[src/pfr_regs.svh]
// Register indices, field positions, reset values and bus codes for the
// peripheral interrupt flag block. Assumes AXI4-Lite with 32-bit data,
// register index times four as the byte address.
// Functional notes
// Each flag sets on its event regardless of any enable bit.
// Software should clear flags before enabling the matching interrupt.
// Generator parameter flags are read-only, set while any source bit is set.
// Serial port 1 summary flag is read-only, clears when general sources clear.
// Serial port 1 framing error flag is read-only, clears when error sources clear.
// Serial port 1 transmit and receive flags follow the port; writes ignored.
// Serial peripheral port 2 summary flag is read-only, clears when sources clear.
// Serial peripheral port 2 transmit and receive flags ignore software writes.
// Serial peripheral port 1 summary flag is source OR; its transmit and receive read-only.
// Period and timer 3 flags are hardware-set, sticky, cleared by writing zero.
// Group 4 at 0x4b2: gen1 param, gen1 period, bits 5:4 empty, serial 1.
// Group 5 at 0x4b3: gen2 flags, timer 3 flags, bit 3 empty, port 2.
// Group 6 at 0x4b4: channel 2, oscillator, wavegen, logic cell 2, ext irq 1.
// Channel 2 abort flag rises on abort and holds until software clears it.
// Every implemented flag bit resets to zero.
// Read-only summary flags are the registered OR of their source bits.
`ifndef PFR_REGS_SVH
`define PFR_REGS_SVH

`define PFR_IDX_W 12
`define PFR_IDX_FLAGS4 12'h4b2
`define PFR_IDX_FLAGS5 12'h4b3
`define PFR_IDX_FLAGS6 12'h4b4
`define PFR_IDX_SPORT1 12'h4c0
`define PFR_IDX_MASK4 12'h4c1
`define PFR_IDX_MASK5 12'h4c2
`define PFR_IDX_MASK6 12'h4c3

`define PFR_F4_GEN1_PARAM 7
`define PFR_F4_GEN1_PERIOD 6
`define PFR_F4_SER1_SUM 3
`define PFR_F4_SER1_FERR 2
`define PFR_F4_SER1_TX 1
`define PFR_F4_SER1_RX 0
`define PFR_F5_GEN2_PARAM 7
`define PFR_F5_GEN2_PERIOD 6
`define PFR_F5_TMR3_GATE 5
`define PFR_F5_TMR3_OVF 4
`define PFR_F5_SP2_SUM 2
`define PFR_F5_SP2_TX 1
`define PFR_F5_SP2_RX 0
`define PFR_F6_CH2_ABORT 7
`define PFR_F6_CH2_OVR 6
`define PFR_F6_CH2_DCNT 5
`define PFR_F6_CH2_SCNT 4
`define PFR_F6_OSC1 3
`define PFR_F6_WAVEGEN1 2
`define PFR_F6_LCELL2 1
`define PFR_F6_EXT1 0
`define PFR_SP1_SUM 2
`define PFR_SP1_TX 1
`define PFR_SP1_RX 0

`define PFR_FLAG_RST 8'h00
`define PFR_MASK_RST 8'h00
`define PFR_F4_SW_CLR 8'h40
`define PFR_F5_SW_CLR 8'h70
`define PFR_F6_SW_CLR 8'hff

`define PFR_RESP_OKAY 2'h0
`define PFR_RESP_SLVERR 2'h2

`endif

[src/pfr_pkg.sv]
// Types shared by the peripheral interrupt flag block.
// Assumes the peripherals deliver events as one-cycle pulses in this clock.
`default_nettype none
package pfr_pkg;
    // One-cycle event pulses from the peripherals
    typedef struct packed {
        logic gen1_period;
        logic gen2_period;
        logic timer3_gate;
        logic timer3_ovf;
        logic chan2_abort;
        logic chan2_overrun;
        logic chan2_dest_count;
        logic chan2_src_count;
        logic osc1;
        logic wavegen1;
        logic logic_cell2;
        logic ext_irq1;
    } pfr_evt_t;

    // Buffer state levels of the serial ports
    typedef struct packed {
        logic serial1_tx;
        logic serial1_rx;
        logic sport2_tx;
        logic sport2_rx;
        logic sport1_tx;
        logic sport1_rx;
    } pfr_lvl_t;
endpackage
`default_nettype wire

[src/pfr_flags.sv]
// Peripheral interrupt flag registers with an AXI4-Lite slave port.
// Assumes inputs are synchronous to clock and events are one-cycle pulses.
//
// Register access over AXI4-Lite was chosen for this implementation.
`include "pfr_regs.svh"
`default_nettype none
module pfr_flags #(
    parameter int ADDR_W = 16,
    parameter int GEN_SRC_W = 8,
    parameter int SER_SRC_W = 8,
    parameter int SP_SRC_W = 8
) (
    input wire logic clock,
    input wire logic nrst,
    input wire logic [ADDR_W-1:0] s_axi_awaddr,
    input wire logic s_axi_awvalid,
    output logic s_axi_awready,
    input wire logic [31:0] s_axi_wdata,
    input wire logic [3:0] s_axi_wstrb,
    input wire logic s_axi_wvalid,
    output logic s_axi_wready,
    output logic [1:0] s_axi_bresp,
    output logic s_axi_bvalid,
    input wire logic s_axi_bready,
    input wire logic [ADDR_W-1:0] s_axi_araddr,
    input wire logic s_axi_arvalid,
    output logic s_axi_arready,
    output logic [31:0] s_axi_rdata,
    output logic [1:0] s_axi_rresp,
    output logic s_axi_rvalid,
    input wire logic s_axi_rready,
    input wire pfr_pkg::pfr_evt_t evt,
    input wire pfr_pkg::pfr_lvl_t lvl,
    input wire logic [GEN_SRC_W-1:0] gen1_irq_sources,
    input wire logic [GEN_SRC_W-1:0] gen2_irq_sources,
    input wire logic [SER_SRC_W-1:0] serial1_general_sources,
    input wire logic [SER_SRC_W-1:0] serial1_error_sources,
    input wire logic [SP_SRC_W-1:0] sport2_irq_sources,
    input wire logic [SP_SRC_W-1:0] sport1_irq_sources,
    output logic irq
);
    import pfr_pkg::*;

    typedef struct packed {
        logic aw_held;
        logic [ADDR_W-1:0] aw_addr;
        logic w_held;
        logic [7:0] w_data;
        logic w_lane0;
        logic bvalid;
        logic [1:0] bresp;
        logic rvalid;
        logic [31:0] rdata;
        logic [1:0] rresp;
        logic [7:0] flags4;
        logic [7:0] flags5;
        logic [7:0] flags6;
        logic [2:0] sport1;
        logic [7:0] mask4;
        logic [7:0] mask5;
        logic [7:0] mask6;
        logic irq;
    } pfr_state_t;

    // Indices up to 0x4c3 need byte address bits 13:0 plus a zero check above
    if (ADDR_W < 15 || ADDR_W > 32 || GEN_SRC_W < 1 || SER_SRC_W < 1 || SP_SRC_W < 1) begin : g_bad
        $error("pfr_flags: unsupported parameter values");
    end

    pfr_state_t st_q;
    pfr_state_t st_d;
    logic wr_fire;
    logic [`PFR_IDX_W-1:0] wr_idx;
    logic wr_ok;
    logic [7:0] clr4;
    logic [7:0] clr5;
    logic [7:0] clr6;
    logic [7:0] set4;
    logic [7:0] set5;
    logic [7:0] set6;
    logic [`PFR_IDX_W-1:0] rd_idx;
    logic rd_ok;

    function automatic logic [`PFR_IDX_W-1:0] reg_index(input logic [ADDR_W-1:0] a);
        reg_index = a[`PFR_IDX_W+1:2];
    endfunction

    function automatic logic addr_in_range(input logic [ADDR_W-1:0] a);
        addr_in_range = (a[ADDR_W-1:`PFR_IDX_W+2] == '0);
    endfunction

    // Clear mask for a sticky flag group: a written zero clears writable bits
    function automatic logic [7:0] zero_clear(input logic hit, input logic [7:0] data,
                                              input logic [7:0] sw_bits);
        zero_clear = hit ? (sw_bits & ~data) : 8'h00;
    endfunction

    always_comb begin
        st_d = st_q;
        wr_fire = st_q.aw_held && st_q.w_held && !st_q.bvalid;
        wr_idx = reg_index(st_q.aw_addr);
        wr_ok = addr_in_range(st_q.aw_addr) && (wr_idx == `PFR_IDX_FLAGS4
            || wr_idx == `PFR_IDX_FLAGS5 || wr_idx == `PFR_IDX_FLAGS6
            || wr_idx == `PFR_IDX_SPORT1 || wr_idx == `PFR_IDX_MASK4
            || wr_idx == `PFR_IDX_MASK5 || wr_idx == `PFR_IDX_MASK6);
        rd_idx = reg_index(s_axi_araddr);
        rd_ok = 1'b0;

        // Address and data channels are taken independently, in either order
        if (s_axi_awvalid && !st_q.aw_held) begin
            st_d.aw_held = 1'b1;
            st_d.aw_addr = s_axi_awaddr;
        end
        if (s_axi_wvalid && !st_q.w_held) begin
            st_d.w_held = 1'b1;
            st_d.w_data = s_axi_wdata[7:0];
            st_d.w_lane0 = s_axi_wstrb[0];
        end

        clr4 = zero_clear(wr_fire && wr_ok && st_q.w_lane0 && wr_idx == `PFR_IDX_FLAGS4,
                          st_q.w_data, `PFR_F4_SW_CLR);
        clr5 = zero_clear(wr_fire && wr_ok && st_q.w_lane0 && wr_idx == `PFR_IDX_FLAGS5,
                          st_q.w_data, `PFR_F5_SW_CLR);
        clr6 = zero_clear(wr_fire && wr_ok && st_q.w_lane0 && wr_idx == `PFR_IDX_FLAGS6,
                          st_q.w_data, `PFR_F6_SW_CLR);

        if (wr_fire) begin
            st_d.aw_held = 1'b0;
            st_d.w_held = 1'b0;
            st_d.bvalid = 1'b1;
            st_d.bresp = wr_ok ? `PFR_RESP_OKAY : `PFR_RESP_SLVERR;
            if (wr_ok && st_q.w_lane0) begin
                if (wr_idx == `PFR_IDX_MASK4) begin
                    st_d.mask4 = st_q.w_data;
                end else if (wr_idx == `PFR_IDX_MASK5) begin
                    st_d.mask5 = st_q.w_data;
                end else if (wr_idx == `PFR_IDX_MASK6) begin
                    st_d.mask6 = st_q.w_data;
                end
            end
        end else if (st_q.bvalid && s_axi_bready) begin
            st_d.bvalid = 1'b0;
        end

        // Event sets, independent of any enable bit
        set4 = 8'h00;
        set4[`PFR_F4_GEN1_PERIOD] = evt.gen1_period;
        set5 = 8'h00;
        set5[`PFR_F5_GEN2_PERIOD] = evt.gen2_period;
        set5[`PFR_F5_TMR3_GATE] = evt.timer3_gate;
        set5[`PFR_F5_TMR3_OVF] = evt.timer3_ovf;
        set6 = {evt.chan2_abort, evt.chan2_overrun, evt.chan2_dest_count,
                evt.chan2_src_count, evt.osc1, evt.wavegen1, evt.logic_cell2,
                evt.ext_irq1};

        // Set wins over a clear in the same cycle
        st_d.flags4 = (st_q.flags4 & ~clr4) | set4;
        st_d.flags5 = (st_q.flags5 & ~clr5) | set5;
        st_d.flags6 = (st_q.flags6 & ~clr6) | set6;

        // Read-only bits track the peripherals one clock later; writes never touch them
        st_d.flags4[`PFR_F4_GEN1_PARAM] = |gen1_irq_sources;
        st_d.flags4[5:4] = 2'b00;
        st_d.flags4[`PFR_F4_SER1_SUM] = |serial1_general_sources;
        st_d.flags4[`PFR_F4_SER1_FERR] = |serial1_error_sources;
        st_d.flags4[`PFR_F4_SER1_TX] = lvl.serial1_tx;
        st_d.flags4[`PFR_F4_SER1_RX] = lvl.serial1_rx;
        st_d.flags5[`PFR_F5_GEN2_PARAM] = |gen2_irq_sources;
        st_d.flags5[3] = 1'b0;
        st_d.flags5[`PFR_F5_SP2_SUM] = |sport2_irq_sources;
        st_d.flags5[`PFR_F5_SP2_TX] = lvl.sport2_tx;
        st_d.flags5[`PFR_F5_SP2_RX] = lvl.sport2_rx;
        st_d.sport1[`PFR_SP1_SUM] = |sport1_irq_sources;
        st_d.sport1[`PFR_SP1_TX] = lvl.sport1_tx;
        st_d.sport1[`PFR_SP1_RX] = lvl.sport1_rx;

        // Read channel: one read in flight, data sampled at the accept edge
        if (s_axi_arvalid && !st_q.rvalid) begin
            st_d.rvalid = 1'b1;
            st_d.rdata = 32'h0000_0000;
            rd_ok = addr_in_range(s_axi_araddr);
            if (rd_idx == `PFR_IDX_FLAGS4) begin
                st_d.rdata[7:0] = st_q.flags4;
            end else if (rd_idx == `PFR_IDX_FLAGS5) begin
                st_d.rdata[7:0] = st_q.flags5;
            end else if (rd_idx == `PFR_IDX_FLAGS6) begin
                st_d.rdata[7:0] = st_q.flags6;
            end else if (rd_idx == `PFR_IDX_SPORT1) begin
                st_d.rdata[2:0] = st_q.sport1;
            end else if (rd_idx == `PFR_IDX_MASK4) begin
                st_d.rdata[7:0] = st_q.mask4;
            end else if (rd_idx == `PFR_IDX_MASK5) begin
                st_d.rdata[7:0] = st_q.mask5;
            end else if (rd_idx == `PFR_IDX_MASK6) begin
                st_d.rdata[7:0] = st_q.mask6;
            end else begin
                rd_ok = 1'b0;
            end
            if (!rd_ok) begin
                st_d.rdata = 32'h0000_0000;
            end
            st_d.rresp = rd_ok ? `PFR_RESP_OKAY : `PFR_RESP_SLVERR;
        end else if (st_q.rvalid && s_axi_rready) begin
            st_d.rvalid = 1'b0;
        end

        // Computed from next values so the output stays a plain flop
        st_d.irq = |({st_d.flags4, st_d.flags5, st_d.flags6}
                     & {st_d.mask4, st_d.mask5, st_d.mask6});
    end

    always_ff @(posedge clock or negedge nrst) begin
        if (!nrst) begin
            st_q <= '0;
            st_q.flags4 <= `PFR_FLAG_RST;
            st_q.flags5 <= `PFR_FLAG_RST;
            st_q.flags6 <= `PFR_FLAG_RST;
            st_q.mask4 <= `PFR_MASK_RST;
            st_q.mask5 <= `PFR_MASK_RST;
            st_q.mask6 <= `PFR_MASK_RST;
        end else begin
            st_q <= st_d;
        end
    end

    assign s_axi_awready = !st_q.aw_held;
    assign s_axi_wready = !st_q.w_held;
    assign s_axi_bvalid = st_q.bvalid;
    assign s_axi_bresp = st_q.bresp;
    assign s_axi_arready = !st_q.rvalid;
    assign s_axi_rvalid = st_q.rvalid;
    assign s_axi_rdata = st_q.rdata;
    assign s_axi_rresp = st_q.rresp;
    assign irq = st_q.irq;
endmodule
`default_nettype wire

[config.mk]
export PLATFORM = sky130hd
export DESIGN_NAME = pfr_flags
export DESIGN_NICKNAME = d
export VERILOG_FILES = /design/src/pfr_pkg.sv /design/src/pfr_flags.sv
export VERILOG_INCLUDE_DIRS = /design/src
export SDC_FILE = /design/constraint.sdc
export NUM_CORES = 1
export LEC_CHECK = 0
export BUFFER_PORTS_ARGS = -buffer_cell sky130_fd_sc_hd__buf_2
export CAP_MARGIN = 20
export CORE_MARGIN = 2
export CORE_UTILIZATION = 48
export DETAILED_ROUTE_END_ITERATION = 10
export PLACE_DENSITY = 0.85
export SKIP_CTS_REPAIR_TIMING = 1
export SLEW_MARGIN = 40
export SYNTH_ARGS = -nofsm -noshare
export SYNTH_HDL_FRONTEND = slang
export SYNTH_SLANG_ARGS = --single-unit
[constraint.sdc]
create_clock -name clock -period 3.1 [get_ports clock]
set_input_delay 0 -clock clock [delete_from_list [all_inputs] [get_ports clock]]
set_output_delay 0 -clock clock [all_outputs]
set_load 0.01 [all_outputs]
Yosys cells after proc, flatten, opt, wreduce, memory -nomap -nowiden
Index checks and enable logic that the tools add are counted.
Widths: inputs -> output; s select.
{ "word_totals": {"regBits": 114, "wordCells": 117, "inputBits": 141, "out_inout_bits": 42} }
{ "op_classes": {"n_bitwise": 11, "mux": 37, "eq_ne": 14, "reduce_logical": 37} }
{ "ops": {"columns": ["operator", "count"], "rows": [
  ["$eq 12x11->1 const B", 14],
  ["$mux 8", 12],
  ["$mux 24", 2],
  ["$reduce_or 8->1", 6],
  ["$and 24x24->24", 1],
  ["$reduce_or 24->1", 1],
  ["$mux 17", 1],
  ["$mux 16", 1],
  ["$not 8->8", 2],
  ["$and 7x7->7", 2],
  ["$logic_and 1x1->1", 14],
  ["$mux 1", 14],
  ["$mux 7", 2],
  ["$not 7->7", 2],
  ["$or 7x7->7", 2],
  ["$mux 10", 1],
  ["$and 8x8->8", 1],
  ["$or 8x8->8", 1],
  ["$reduce_bool 2->1", 4],
  ["$logic_or 1x1->1", 6],
  ["$mux 5", 1],
  ["$logic_not 1->1", 4],
  ["$logic_not 2->1", 2],
  ["$mux 2", 2],
  ["$mux 3", 1]
]} }

Depth between registers and ports, before layout
{ "logic_depth": {"depth_word": 17, "ltp_mapped": 8, "mapped_depth_nobuf": 7} }

Worst setup path after synthesis
Ideal clock, no wire load.
{ "synth_timing": {"kind": "reg-to-reg", "from": "register st_q[111] in the netlist's numbering", "to": "register st_q (netlist bit irq)", "synth_period_minus_slack_ps": 2598, "path_buffers": 0, "t_arrival_ps": 2460, "stages_incl_launch_ff": 8, "slack_ps": 502, "t_required_ps": 2962, "setup_time_ps": 138, "path_cell_list": "dfrtp_1 -> nor4_2 -> nand3_1 -> nor4_4 -> mux2_2 -> a22o_1 -> nor4b_1 -> nand4_1"} }
{ "synth_lines": {"columns": ["element", "line", "source"], "rows": [
  ["from (decl)", "pfr_flags.sv:70", "pfr_state_t st_q;"],
  ["from (signal assigned)", "pfr_flags.sv:222", "st_q <= st_d;"]
]} }

==> impl_metrics.yaml <==
pwr:
  power_density_nw_per_um2: 543
  p_int_uw: 2220
  combPwrFrac_pct: 19.9
  power.share.clock_pct: 31.5
  swShare_pct: 28.0
  p_sw_uw: 863
  p_leak_uw: 0.00263
  ir_drop_v: 0.000387
  p_seq_share_pct: 48.6
placed_design:
  gp_congestion: 0.917
  placedInstanceArea_um2: 4770
  io_buffers: 125
  dpl.hpwl_um: 7480
logic_synthesis:
  synthArstFlopShare_pct: 100
  yosysSeqAreaShare_pct: 51.5
  yosysTopAreaCell: "dfrtp_1"
  synth.distinct_cells: 53
  synth-edff-count: 0
  ys_ff_latch: 86
  netlist_area_um2: 4180
  netlist_instances: 373
  ys.flop_type: "dfrtp_1"
  synth.avg_cell_area_um2: 11.2
  synth.top_cell.area_share_pct: 51.5
  ys.warnings.count: 0
  synth_area_leaders: "dfrtp_1 52%, mux2_2 11%, buf_4 6.5%, o21ai_0 3.4%, nand2_1 2.3%"
routing:
  viasPerCell: 5.28
  routed.top_layer: "met4"
  wl_met2_um: 5840
  drt_wl_total_um: 11000
  post-route-drc-count: 0
  route.vias.total: 3541
  postRouteAntennaNets: 0
  dr.pass1.iters: 5
  routedWlPerCell_um: 16.4
  drt-initial-drc-count: 168
  dr_wl_met3_um: 680
  routedLengthMet1_um: 4370
floorplan:
  core_area_um2: 8590
  die_h_um: 97.3
  io_pins: 183
  die_area_um2: 9470
  start_util_pct: 48.6
  rows: 34
  die_w_um: 97.3
global_routing:
  grt_pass1_vias: 3356
  antenna_found_initial: 0
  grt_pass1_wl_um: 16000
  grt_max_degree: 87
  track_usage_pct: 21.3
  grt.overflow.total: 0
worst_setup_path:
  worstSetupPathType: "reg -> reg"
  cp_max_fo: 7
  required_ps: 3320
  worstPathArrival_ps: 3040
  worstSetupStartpointType: "flop"
  crit_path_end_kind: "flop"
timing:
  tightestPinTransition_ps: 734
  hold_ws_ps: 39.6
  slew_headroom_pct: 50.9
  setup_viol: 0
  fmax_mhz: 354
  rsz0062_at_grt: "false"
  fin_skew_ps: 9.48
  period_share_pct: 91.1
  final_hold_viol_count: 0
  fin_tns_setup_ps: 0
  period_needed_ps: 2820
  finalMaxSlewViolations: 0
clock_tree:
  htree_levels: 3
  cts_buffers: 9
  clkTransAtPathRegs_ps: 90
  cts_tree: "done"
  cts_root_buf: "clkbuf_8"
  cts.path.max_buffers: 2
  clkSinkCount: 86
  insertion_delay_ps: 360
final_layout:
  nFillCells: 680
  finish.utilization_pct: 66.0
  num_antenna_cells: 0
  drive_gt1_share_pct: 35.3
  final_area_um2: 5670
  area_growth_pct: 35.8
  nets: 699
run_status:
  outcome: "finished clean"
worst_hold_path:
  hold_path_class: "in -> reg"
run:
  max-cap-violations: 0
-- through the flow --
step / instances / power [uW] / setup slack [ps]
5_1_grt: 671 / 3240 / 58.7
4_1_cts: 607 / 3040 / 171
6_report: 671 / 3080 / 276
2_1_floorplan: 398 / 1860 / 502
3_3_place_gp: 591 / 2040 / 351
3_5_place_dp: 591 / 2070 / 277
-- flip-flops by register name (all words and copies together), names as in the netlist --
name          count
irq               1
s_axi_bresp       1
st_q             73
s_axi_rdata       8
s_axi_rvalid      1
s_axi_bvalid      1
s_axi_rresp       1
-- cell usage in the layout, fill, tap and decap left out, types with 6 or more instances in the layout --
cell,synthesis,final
buf_2,1,124
dfrtp_1,86,86
dlygate4sd3_1,0,64
mux2_2,40,40
o21ai_0,28,28
nand2_1,26,26
conb_1,1,26
nand2b_1,13,13
nor2_1,13,13
nor4_1,12,12
clkbuf_8,0,12
inv_1,11,11
a22o_1,10,10
a21oi_1,6,6
buf_4,36,6
-- power by group through the flow --
stage	sequential [uW]	clock [uW]	combinational, uW
after floorplan	1460	0	398
after global placement	1510	0	533
after detailed placement	1520	0	557
after CTS	1500	984	562
after global routing	1530	1030	680
final	1500	970	614
-- synth_stat cells, types with 2 or more instances --
master and number:
a222oi_1 3, or3_1 2, nor2b_1 5, a32o_1 4
and3_1 3, a221oi_1 5, mux2_2 40, mux2i_1 5
buf_1 2, o31ai_1 5, dfrtp_1 86, buf_4 36
or2_2 3, a21o_1 4, nor4_2 2, nor3_1 2
a22o_1 10, a21oi_1 6, inv_1 11, o21ai_0 28
nand4_1 3, and3b_1 2, nor2_1 13, a22oi_1 2
a21boi_0 2, clkbuf_1 7, nand2b_1 13, nand3_1 4
nor4b_1 2, nand2_1 26, or4_1 2, o41ai_1 2
o22ai_1 2, nor4_1 12
-- cell type report --
type | count | area [um2] | area share [%]
Timing Repair Buffer | 195 | 1320 | 23.3
Inverter | 11 | 41.3 | 0.728
Sequential cell | 86 | 2150 | 37.9
Clock buffer | 11 | 151 | 2.67
Multi-Input combinational cell | 255 | 1770 | 31.2
Clock inverter | 5 | 105 | 1.85
Tap cell | 108 | 135 | 2.38
-- worst max-delay path, cell delays in order (launching register included) --
cell     delay, ps
dfrtp_1        400
nor4_2         410
nand3_1        240
nor4_4         540
mux2_2         420
a22o_1         250
nor4b_1        280
nand4_1        120
-- worst paths after layout --
check	slack, ps	from	endpoint	depth (start not counted)
hold / removal	40	s_axi_araddr[14]	s_axi_rresp[1]	4
setup reg to reg	280	st_q[111]	irq	7
hold reg to reg	480	s_axi_bresp[1]	s_axi_bresp[1]	1
min in group asynchronous	240	nrst	s_axi_rvalid	2
setup / recovery	280	st_q[111]	irq	7
max in group asynchronous	2370	nrst	st_q[102]	2
-- cell families after synthesis --
| logic type | after synthesis | synth area share (%) |
|---|---|---|
| and+or+nand+nor | 106 | 15.1 |
| DFF | 86 | 51.5 |
| AOI/OAI and AO/OA | 78 | 12.9 |
| buffers and inverters | 57 | 8.39 |
| muxes | 45 | 12.0 |
| other | 1 | 0.0898 |
-- metal layers --
layer | track usage [%] | vias to the layer above
li1 | - | 1665
met1 | 25.3 | 1724
met2 | 37.9 | 142
met3 | 6.19 | 10
met4 | 5.77 | 0
met5 | 0 | -
No activity file was read; power rests on OpenSTA's default activity.
